### src/hdl/ulpirm_consts.vh
// register map constants for the ulpi transceiver register bank
// assumes inclusion by the bank top-level design file only, by bare name
`ifndef ULPIRM_CONSTS_VH
`define ULPIRM_CONSTS_VH

// ----------------------------------------------------------------
// immediate addresses
// ----------------------------------------------------------------
`define ULPIRM_ADR_VEND_LO   6'h00
`define ULPIRM_ADR_VEND_HI   6'h01
`define ULPIRM_ADR_PART_LO   6'h02
`define ULPIRM_ADR_PART_HI   6'h03
`define ULPIRM_ADR_FUNC      6'h04
`define ULPIRM_ADR_IFC       6'h07
`define ULPIRM_ADR_DUAL      6'h0A
`define ULPIRM_ADR_IRQ_RISE  6'h0D
`define ULPIRM_ADR_IRQ_FALL  6'h10
`define ULPIRM_ADR_IRQ_STAT  6'h13
`define ULPIRM_ADR_IRQ_LATCH 6'h14
`define ULPIRM_ADR_DEBUG     6'h15
`define ULPIRM_ADR_SCRATCH   6'h16
`define ULPIRM_ADR_RSV_LO    6'h19
`define ULPIRM_ADR_RSV_HI    6'h2E
`define ULPIRM_ADR_EXT       6'h2F
`define ULPIRM_ADR_VENDSPEC  6'h30
`define ULPIRM_ADR_POWER     6'h3D

// ----------------------------------------------------------------
// extended space
// ----------------------------------------------------------------
`define ULPIRM_EXT_ALIAS_TOP 8'h3F

// ----------------------------------------------------------------
// access kind offsets within a triple
// ----------------------------------------------------------------
`define ULPIRM_OFS_WRITE     2'h0
`define ULPIRM_OFS_SET       2'h1
`define ULPIRM_OFS_CLEAR     2'h2

// ----------------------------------------------------------------
// reset values
// ----------------------------------------------------------------
`define ULPIRM_RST_FUNC      8'h41
`define ULPIRM_RST_ZERO      8'h00

`endif

### src/hdl/ulpirm_wsc_reg.v
// one eight bit register with write, set and clear aliases
// assumes the caller decodes the three strobes, at most one per cycle
module ulpirm_wsc_reg #(
  parameter [7:0] RST_VAL = 8'h00
) (
  // clock and reset
  input  wire       core_clk,
  input  wire       rstn,
  // access strobes and byte
  input  wire       wr_stb,
  input  wire       set_stb,
  input  wire       clr_stb,
  input  wire [7:0] wdata,
  // contents
  output reg  [7:0] q_ff
);

  reg [7:0] nxt_q;

  always @* begin
    nxt_q = q_ff;
    if (wr_stb) begin
      nxt_q = wdata;
    end else if (set_stb) begin
      nxt_q = q_ff | wdata;
    end else if (clr_stb) begin
      nxt_q = q_ff & ~wdata;
    end
  end

  always @(posedge core_clk) begin
    if (!rstn) begin
      q_ff <= RST_VAL;
    end else begin
      q_ff <= nxt_q;
    end
  end

endmodule // ulpirm_wsc_reg

### src/hdl/ulpirm_decode.v
// decodes a register address into a triple index and access kind
// assumes addresses already folded onto the 6-bit immediate space
module ulpirm_decode (
  // address in
  input  wire [5:0] adr,
  // decoded result
  output reg  [4:0] triple,
  output reg  [1:0] kind
);

  // quotient and remainder by three without a divider; triples start at
  // 04h, so triple 0 stands for the single-byte locations below it
  integer   i;
  reg [6:0] base;
  reg [6:0] ofs;

  always @* begin
    triple = 5'h00;
    kind   = 2'h0;
    base   = 7'h04;
    ofs    = 7'h00;
    for (i = 0; i < 20; i = i + 1) begin
      if (({1'b0, adr} >= base) && ({1'b0, adr} < base + 7'h03)) begin
        triple = i[4:0] + 5'h01;
        ofs    = {1'b0, adr} - base;
        kind   = ofs[1:0];
      end
      base = base + 7'h03;
    end
  end

endmodule // ulpirm_decode

### src/hdl/ulpirm_bank.v
// ulpi transceiver register bank: immediate and extended register access
// assumes the bus framing logic presents one decoded access per cycle,
// in the single core_clk domain
//
// Contract
// - every immediate register is eight bits, extended 00h-3Fh alias the immediate space
// - read-only registers return contents and have no write, set or clear alias
// - a write address replaces the register with the data byte
// - a set address ORs the data byte into the register
// - a clear address zeroes register bits where the data byte has ones
// - vendor code is constant, low byte at 00h, high byte at 01h
// - part code is constant, low byte at 02h, high byte at 03h
// - rising enable reads 0Dh-0Fh, write 0Dh, set 0Eh, clear 0Fh
// - falling enable reads 10h-12h, write 10h, set 11h, clear 12h
// - interrupt status is read-only at 13h
// - interrupt latch is read-only at 14h
// - an immediate write to 2Fh requests extended access, not a register write
// - extended addresses 00h-3Fh alias the immediate registers
`include "ulpirm_consts.vh"

module ulpirm_bank #(
  parameter [7:0] VEND_CODE_LO = 8'h5A, // arbitrary value
  parameter [7:0] VEND_CODE_HI = 8'hA5, // arbitrary value
  parameter [7:0] PART_CODE_LO = 8'h3C, // arbitrary value
  parameter [7:0] PART_CODE_HI = 8'hC3  // arbitrary value
) (
  // clock and reset
  input  wire       core_clk,
  input  wire       rstn,
  // register access from the bus framer
  input  wire       acc_valid,
  input  wire       acc_write,
  input  wire       acc_ext,
  input  wire [7:0] acc_adr,
  input  wire [7:0] acc_wdata,
  output reg  [7:0] acc_rdata_ff,
  output reg        acc_rvalid_ff,
  output reg        ext_req_ff,
  // state from the transceiver core
  input  wire [7:0] irq_state,
  input  wire [7:0] irq_events,
  input  wire [7:0] line_debug,
  // control bytes to the transceiver core
  output wire [7:0] func_ctrl,
  output wire [7:0] ifc_ctrl,
  output wire [7:0] dual_ctrl,
  output wire [7:0] irq_en_rise,
  output wire [7:0] irq_en_fall,
  output wire [7:0] scratch,
  output wire [7:0] pwr_ctrl,
  // latch read acknowledge, lets the core clear captured events
  output reg        latch_read_ff
);

  // ----------------------------------------------------------------
  // address folding
  // ----------------------------------------------------------------
  // extended addresses above 3Fh are reserved; they are flagged so no
  // aliasing into the immediate map can happen by truncation
  wire       ext_rsv;
  wire [5:0] adr6;
  wire [4:0] triple;
  wire [1:0] kind;

  assign ext_rsv = acc_ext && (acc_adr > `ULPIRM_EXT_ALIAS_TOP);
  assign adr6    = acc_adr[5:0];

  ulpirm_decode u_dec (
    .adr    (adr6),
    .triple (triple),
    .kind   (kind)
  );

  // ----------------------------------------------------------------
  // write side
  // ----------------------------------------------------------------
  // triples of write, set, clear; power control is the 3Dh triple
  localparam [4:0] T_FUNC  = 5'd1;
  localparam [4:0] T_IFC   = 5'd2;
  localparam [4:0] T_DUAL  = 5'd3;
  localparam [4:0] T_RISE  = 5'd4;
  localparam [4:0] T_FALL  = 5'd5;
  localparam [4:0] T_SCR   = 5'd7;
  localparam [4:0] T_PWR   = 5'd20;
  localparam       NREG    = 7;

  wire       wr_ok;
  wire [4:0] reg_triple [0:NREG-1];
  wire [7:0] reg_rst    [0:NREG-1];
  wire [7:0] reg_q      [0:NREG-1];

  // immediate writes above 3Fh cannot occur; reserved extended ones are dropped
  assign wr_ok = acc_valid && acc_write && !ext_rsv;

  assign reg_triple[0] = T_FUNC;
  assign reg_triple[1] = T_IFC;
  assign reg_triple[2] = T_DUAL;
  assign reg_triple[3] = T_RISE;
  assign reg_triple[4] = T_FALL;
  assign reg_triple[5] = T_SCR;
  assign reg_triple[6] = T_PWR;

  genvar g;
  generate
    for (g = 0; g < NREG; g = g + 1) begin : g_reg
      wire hit;
      assign hit = wr_ok && (triple == reg_triple[g]);
      ulpirm_wsc_reg #(
        .RST_VAL ((g == 0) ? `ULPIRM_RST_FUNC : `ULPIRM_RST_ZERO)
      ) u_reg (
        .core_clk (core_clk),
        .rstn     (rstn),
        .wr_stb   (hit && (kind == `ULPIRM_OFS_WRITE)),
        .set_stb  (hit && (kind == `ULPIRM_OFS_SET)),
        .clr_stb  (hit && (kind == `ULPIRM_OFS_CLEAR)),
        .wdata    (acc_wdata),
        .q_ff     (reg_q[g])
      );
    end
  endgenerate

  assign func_ctrl   = reg_q[0];
  assign ifc_ctrl    = reg_q[1];
  assign dual_ctrl   = reg_q[2];
  assign irq_en_rise = reg_q[3];
  assign irq_en_fall = reg_q[4];
  assign scratch     = reg_q[5];
  assign pwr_ctrl    = reg_q[6];

  // ----------------------------------------------------------------
  // extended access request
  // ----------------------------------------------------------------
  // only an immediate write to 2Fh asks for the extended set; in the
  // extended map 2Fh is an alias and stores nothing either
  always @(posedge core_clk) begin
    if (!rstn) begin
      ext_req_ff <= 1'b0;
    end else begin
      ext_req_ff <= acc_valid && acc_write && !acc_ext && (adr6 == `ULPIRM_ADR_EXT);
    end
  end

  // ----------------------------------------------------------------
  // read side
  // ----------------------------------------------------------------
  reg [7:0] nxt_rdata;

  always @* begin
    nxt_rdata = 8'h00;
    if (!ext_rsv) begin
      case (triple)
        T_FUNC, T_IFC, T_DUAL, T_RISE, T_FALL, T_SCR, T_PWR: begin
          nxt_rdata = 8'h00;
        end
        default: begin
          nxt_rdata = 8'h00;
        end
      endcase
      // single-byte read-only locations first, then the triples
      case (adr6)
        `ULPIRM_ADR_VEND_LO:   nxt_rdata = VEND_CODE_LO;
        `ULPIRM_ADR_VEND_HI:   nxt_rdata = VEND_CODE_HI;
        `ULPIRM_ADR_PART_LO:   nxt_rdata = PART_CODE_LO;
        `ULPIRM_ADR_PART_HI:   nxt_rdata = PART_CODE_HI;
        `ULPIRM_ADR_IRQ_STAT:  nxt_rdata = irq_state;
        `ULPIRM_ADR_IRQ_LATCH: nxt_rdata = irq_events;
        `ULPIRM_ADR_DEBUG:     nxt_rdata = line_debug;
        default: begin
          case (triple)
            T_FUNC:  nxt_rdata = reg_q[0];
            T_IFC:   nxt_rdata = reg_q[1];
            T_DUAL:  nxt_rdata = reg_q[2];
            T_RISE:  nxt_rdata = reg_q[3];
            T_FALL:  nxt_rdata = reg_q[4];
            T_SCR:   nxt_rdata = (adr6 <= `ULPIRM_ADR_SCRATCH + 6'h02) ? reg_q[5] : 8'h00;
            T_PWR:   nxt_rdata = reg_q[6];
            default: nxt_rdata = 8'h00; // reserved and vendor range read zero
          endcase
        end
      endcase
    end
  end

  // registered answer; latch read pulse lets the core clear-on-read
  always @(posedge core_clk) begin
    if (!rstn) begin
      acc_rdata_ff  <= 8'h00;
      acc_rvalid_ff <= 1'b0;
      latch_read_ff <= 1'b0;
    end else begin
      acc_rvalid_ff <= acc_valid && !acc_write;
      latch_read_ff <= acc_valid && !acc_write && !ext_rsv && (adr6 == `ULPIRM_ADR_IRQ_LATCH);
      if (acc_valid && !acc_write) begin
        acc_rdata_ff <= nxt_rdata;
      end
    end
  end

endmodule // ulpirm_bank

### config.mk
export PLATFORM = sky130hd
export DESIGN_NAME = ulpirm_bank
export DESIGN_NICKNAME = d
export VERILOG_FILES = /design/src/hdl/ulpirm_wsc_reg.v /design/src/hdl/ulpirm_decode.v /design/src/hdl/ulpirm_bank.v
export VERILOG_INCLUDE_DIRS = /design/src /design/src/hdl
export SDC_FILE = /design/constraint.sdc
export NUM_CORES = 1
export LEC_CHECK = 0
export BUFFER_PORTS_ARGS = -buffer_cell sky130_fd_sc_hd__buf_2
export CORE_MARGIN = 4
export CORE_UTILIZATION = 35
export CTS_CLUSTER_SIZE = 30
export DETAILED_ROUTE_END_ITERATION = 8
export SKIP_CTS_REPAIR_TIMING = 1
export SKIP_LAST_GASP = 1
export SYNTH_ARGS = -nofsm -noshare
export SYNTH_HDL_FRONTEND = slang
export SYNTH_SLANG_ARGS = --single-unit
### constraint.sdc
create_clock -name core_clk -period 5.85 [get_ports core_clk]
set_clock_uncertainty 0.05 [all_clocks]
set_input_delay 1.17 -clock core_clk [delete_from_list [all_inputs] [get_ports core_clk]]
set_output_delay 1.17 -clock core_clk [all_outputs]
set_load 0.005 [all_outputs]
# After elaboration in Yosys (flattened, before gate mapping)

Cells that the tools add are included.

Word-level logic and storage cells: 235
Bits of input ports: 45
Register bits after elaboration: 67
Output and inout bits: 67

Bitwise gates (word level): 15
Multiplexer cells: 65
Order comparisons: 41
Add/subtract/negate cells: 20
Eq/ne operators: 16
Reduce and logical (&&, ||, !) cells: 67

Operators with widths:

| cell                  | count |
|---|---|
| $mux W8               | 23 |
| $pmux W8 S7           | 2 |
| $mux W5               | 19 |
| $ge A6 B6 Y1 const B  | 10 |
| $lt A6 B6 Y1 const B  | 10 |
| $and A8 B8 Y8         | 7 |
| $or A8 B8 Y8          | 7 |
| $logic_and A1 B1 Y1   | 55 |
| $mux W2               | 20 |
| $ge A6 B5 Y1 const B  | 6 |
| $lt A6 B5 Y1 const B  | 6 |
| $reduce_bool A3 Y1    | 7 |
| $sub A2 B1 Y2 const B | 10 |
| $sub A2 B2 Y2 const B | 10 |
| $eq A6 B5 Y1 const B  | 3 |
| $eq A5 B3 Y1 const B  | 3 |
| $eq A6 B2 Y1 const B  | 2 |
| $ge A6 B3 Y1 const B  | 2 |
| $ge A6 B4 Y1 const B  | 2 |
| $lt A6 B4 Y1 const B  | 2 |
| $eq A5 B2 Y1 const B  | 2 |
| $gt A8 B6 Y1 const B  | 1 |
| $not A8 Y8            | 1 |
| $eq A6 B1 Y1 const B  | 1 |
| 11 further kinds      | 13 |

# Depth between registers and ports, before layout

Word-level depth: 28
Depth in mapped cells: 16
Mapped depth without buffers: 11

# Hierarchy

A second synthesis with hierarchy kept.

Cell total of the unflattened synthesis: 644
Area, all modules: 4,989.8 um^2

By module, submodules not included:

| module                              | instances | cells an instance | area an instance (um^2) |
|---|---|---|---|
| ulpirm_wsc_reg (g_reg[1].u_reg ...) | 6         | 42                | 360.3 |
| ulpirm_bank                         | 1         | 209               | 1,559.0 |
| ulpirm_decode                       | 1         | 141               | 913.4 |
| ulpirm_wsc_reg (g_reg[0].u_reg)     | 1         | 42                | 355.3 |

# Worst setup path before layout

Ideal clock, no wire load.

Path type: input to register
From: input acc_adr[1]
To: register (tool-made name)
Stages on the path: 15
Setup slack: 1.365 ns
Arrival: 4.313 ns
Data required time: 5.678 ns
Buffers on the path: 4
Setup time: 0.122 ns
Path through: buf_2 clkinv_1 ha_1 buf_2 nor2b_1 buf_6 or3_1 nand2b_1 nor3_1 or4_1 a311oi_4 o211ai_1 and2_1 buf_6 a221o_1

RTL lines:

| element         | line             | source |
|---|---|---|
| start, declared | ulpirm_bank.v:34 | `input wire [7:0] acc_adr,` |

==> impl_metrics.json <==
{
  "first_global_vias": 4226,
  "cts_tree": "yes",
  "place_area_um2": 4910,
  "worstPathMaxFanout": 54,
  "synth.cell_area_um2": 4340,
  "post-place-cells": 732,
  "finalInstanceArea_um2": 5180,
  "synth_seq_area_share_pct": 30.9,
  "worst_path_largest_cell_delay_ns": 0.47,
  "wl_per_cell_um": 19.8,
  "vias_per_cell": 6.04,
  "cp_slowest_cell": "nor2b_1",
  "diodes": 0,
  "firstDrtPassIters": 5,
  "crit_type": "in -> reg",
  "cp-end-kind": "register",
  "rows": 40,
  "track_usage_pct": 20.5,
  "hold_violations": 0,
  "synth_top_cells_by_count": "67 x dfxtp_1, 42 x a22o_1, 41 x o2bb2ai_1",
  "final_util_pct": 42.9,
  "rsz0062_at_grt": "false",
  "synth_cells": 496,
  "htree_levels": 3,
  "crit_arrival_ns": 5.05,
  "io_buffer_count": 111,
  "worstMarginPinSlew_ns": 0.957,
  "vias": 4512,
  "grt_antenna_before_repair": 0,
  "crit_path_cell_trace": "buf_2, clkinv_1, ha_1, nor2b_1, nor4_1, or3_1, o311a_1, or3_4, a21oi_4, a21bo_1, buf_4, nor3b_1, a221o_1",
  "yosysTopAreaCellShare_pct": 30.9,
  "syn_to_final_growth_pct": 19.2,
  "die_w_um": 119,
  "synthesis.nets": 546,
  "layoutNonFillerInstCount": 747,
  "drc": 0,
  "clk_pin_slew_ns": 0.05,
  "die-area_um2": 14300,
  "num_io_pins": 112,
  "drive_gt1_share_pct": 25.9,
  "core_area_um2": 12100,
  "min_period_ns": 4.89,
  "clk_path_buf_depth": 2,
  "dieHeight_um": 119,
  "yosysTopAreaCell": "dfxtp_1",
  "hold_ws_ns": 0.409,
  "synthDistinctLibCells": 66,
  "setup_viol": 0,
  "wl_mm": 14.8,
  "cts.sinks": 67,
  "cts-root-buf": "clkbuf_16",
  "synth_area_leaders": "dfxtp_1 31%, a22o_1 8.5%, o2bb2ai_1 8.3%, a22oi_1 4.5%, a221o_1 4.1%",
  "grt_max_degree": 55,
  "gp_congestion": 0.875,
  "required_ns": 6.01,
  "hpwl_mm": 10.8,
  "run_status": "finished clean",
  "avgSynthCellArea_um2": 8.76,
  "clock_latency_ns": 0.33,
  "yosys_warnings": 0,
  "final_max_slew_viol_count": 0,
  "yosysMostFrequentCell": "dfxtp_1",
  "grt_overflow": 0,
  "grt_pass1_wl_mm": 23.5,
  "synth_top_flop_cell": "dfxtp_1",
  "cap_violations": 0,
  "tns_ns": 0,
  "power_density_nw_per_um2": 221,
  "ir_drop_uv": 178,
  "reg2reg_depth": 5,
  "ys_async_sr_fraction_pct": 0,
  "slew_headroom_pct": 35.6,
  "cts_buffers": 9,
  "finalCritPeriodShare_pct": 83.6,
  "synth-seq-cells": 67,
  "max_freq_mhz": 205,
  "hold_path_depth": 2,
  "leakage_nw": 2.17,
  "synth_edf_count": 0,
  "nNetsFinal": 625,
  "hold_class": "reg -> reg",
  "cp-start-kind": "input port",
  "start_util_pct": 36.0,
  "antenna_left": 0,
  "drt_iter0_drc": 302
}
==> area by class of cell <==
type | count | area, um^2
Tap cell | 168 | 210
Multi-Input combinational cell | 375 | 2740
Timing Repair Buffer | 118 | 608
Clock inverter | 2 | 12.5
Fill cell | 1231 | 6890
Inverter | 4 | 15.0
Sequential cell | 67 | 1340
Clock buffer | 13 | 250
==> cell usage in the layout (no fill, tap or decap), drive strengths merged, types with 3 or more instances in the layout <==
cell,netlist,layout
and3,13,13
nor4,5,5
a21oi,11,11
dfxtp,67,67
a211oi,5,5
clkbuf,27,13
ha,5,5
o21ai,19,19
a221o,18,18
and2,6,6
a221oi,6,6
nor2b,5,5
nor3b,17,17
inv,3,3
or2,5,5
a22oi,26,26
nand2,32,32
mux2i,4,4
nand3,18,18
nor3,14,14
nor2,20,20
o211ai,7,7
o2bb2ai,41,41
nand2b,8,8
nand3b,4,4
or3,7,7
a32o,6,6
buf,23,118
nor4b,3,3
o22ai,3,3
a22o,42,42
==> worst max-delay path, delay by kind of cell <==
family                     cells  cell delay (ns)
AOI/OAI and AO/OA              4             1.04
adders and majority gates      1             0.30
buffers and inverters          3             0.98
and+or+nand+nor                5             1.53
==> where the power goes <==
| group | internal (mW) | leakage, nW | switching, mW | total (mW) |
|---|---|---|---|---|
| Combinational | 0.0689 | 1.50 | 0.130 | 0.199 |
| Clock | 0.295 | 0.126 | 0.187 | 0.482 |
| Sequential | 0.459 | 0.540 | 0.00193 | 0.461 |
| Total | 0.824 | 2.17 | 0.319 | 1.14 |
==> logic make-up after synthesis <==
| family | count (synthesis) | synth area share [%] |
|---|---|---|
| AO/OA/AOI/OAI | 202 | 39.1 |
| adder cells (fa/ha/maj) | 5 | 1.44 |
| buffers and inverters | 54 | 6.22 |
| flip-flops | 67 | 30.9 |
| multiplexers | 4 | 0.922 |
| AND/OR/NAND/NOR | 164 | 21.4 |
==> metal layers <==
metal | up-vias | GRT usage, % | wire [um]
met5 | - | 0 | 0
met4 | 0 | 4.87 | 193
met3 | 14 | 4.75 | 1180
met2 | 204 | 30.4 | 6570
met1 | 2151 | 29.9 | 6840
li1 | 2143 | - | -
==> stage by stage <==
step                power (mW)  worst slack [ns]
floorplan                0.618              1.37
global placement         0.666             0.761
detailed placement       0.667             0.669
CTS                       1.15              1.00
global route              1.19             0.602
finish                    1.14             0.962
==> final timing paths <==
kind	from	end	slack, ns
max	acc_adr[1]	register	0.96
min	acc_rdata_ff[1]	acc_rdata_ff[1]	0.41
max reg2reg	register	acc_rdata_ff[7]	4.33
min reg2reg	acc_rdata_ff[1]	acc_rdata_ff[1]	0.41
Note: power is estimated with default switching activity, not from simulation.
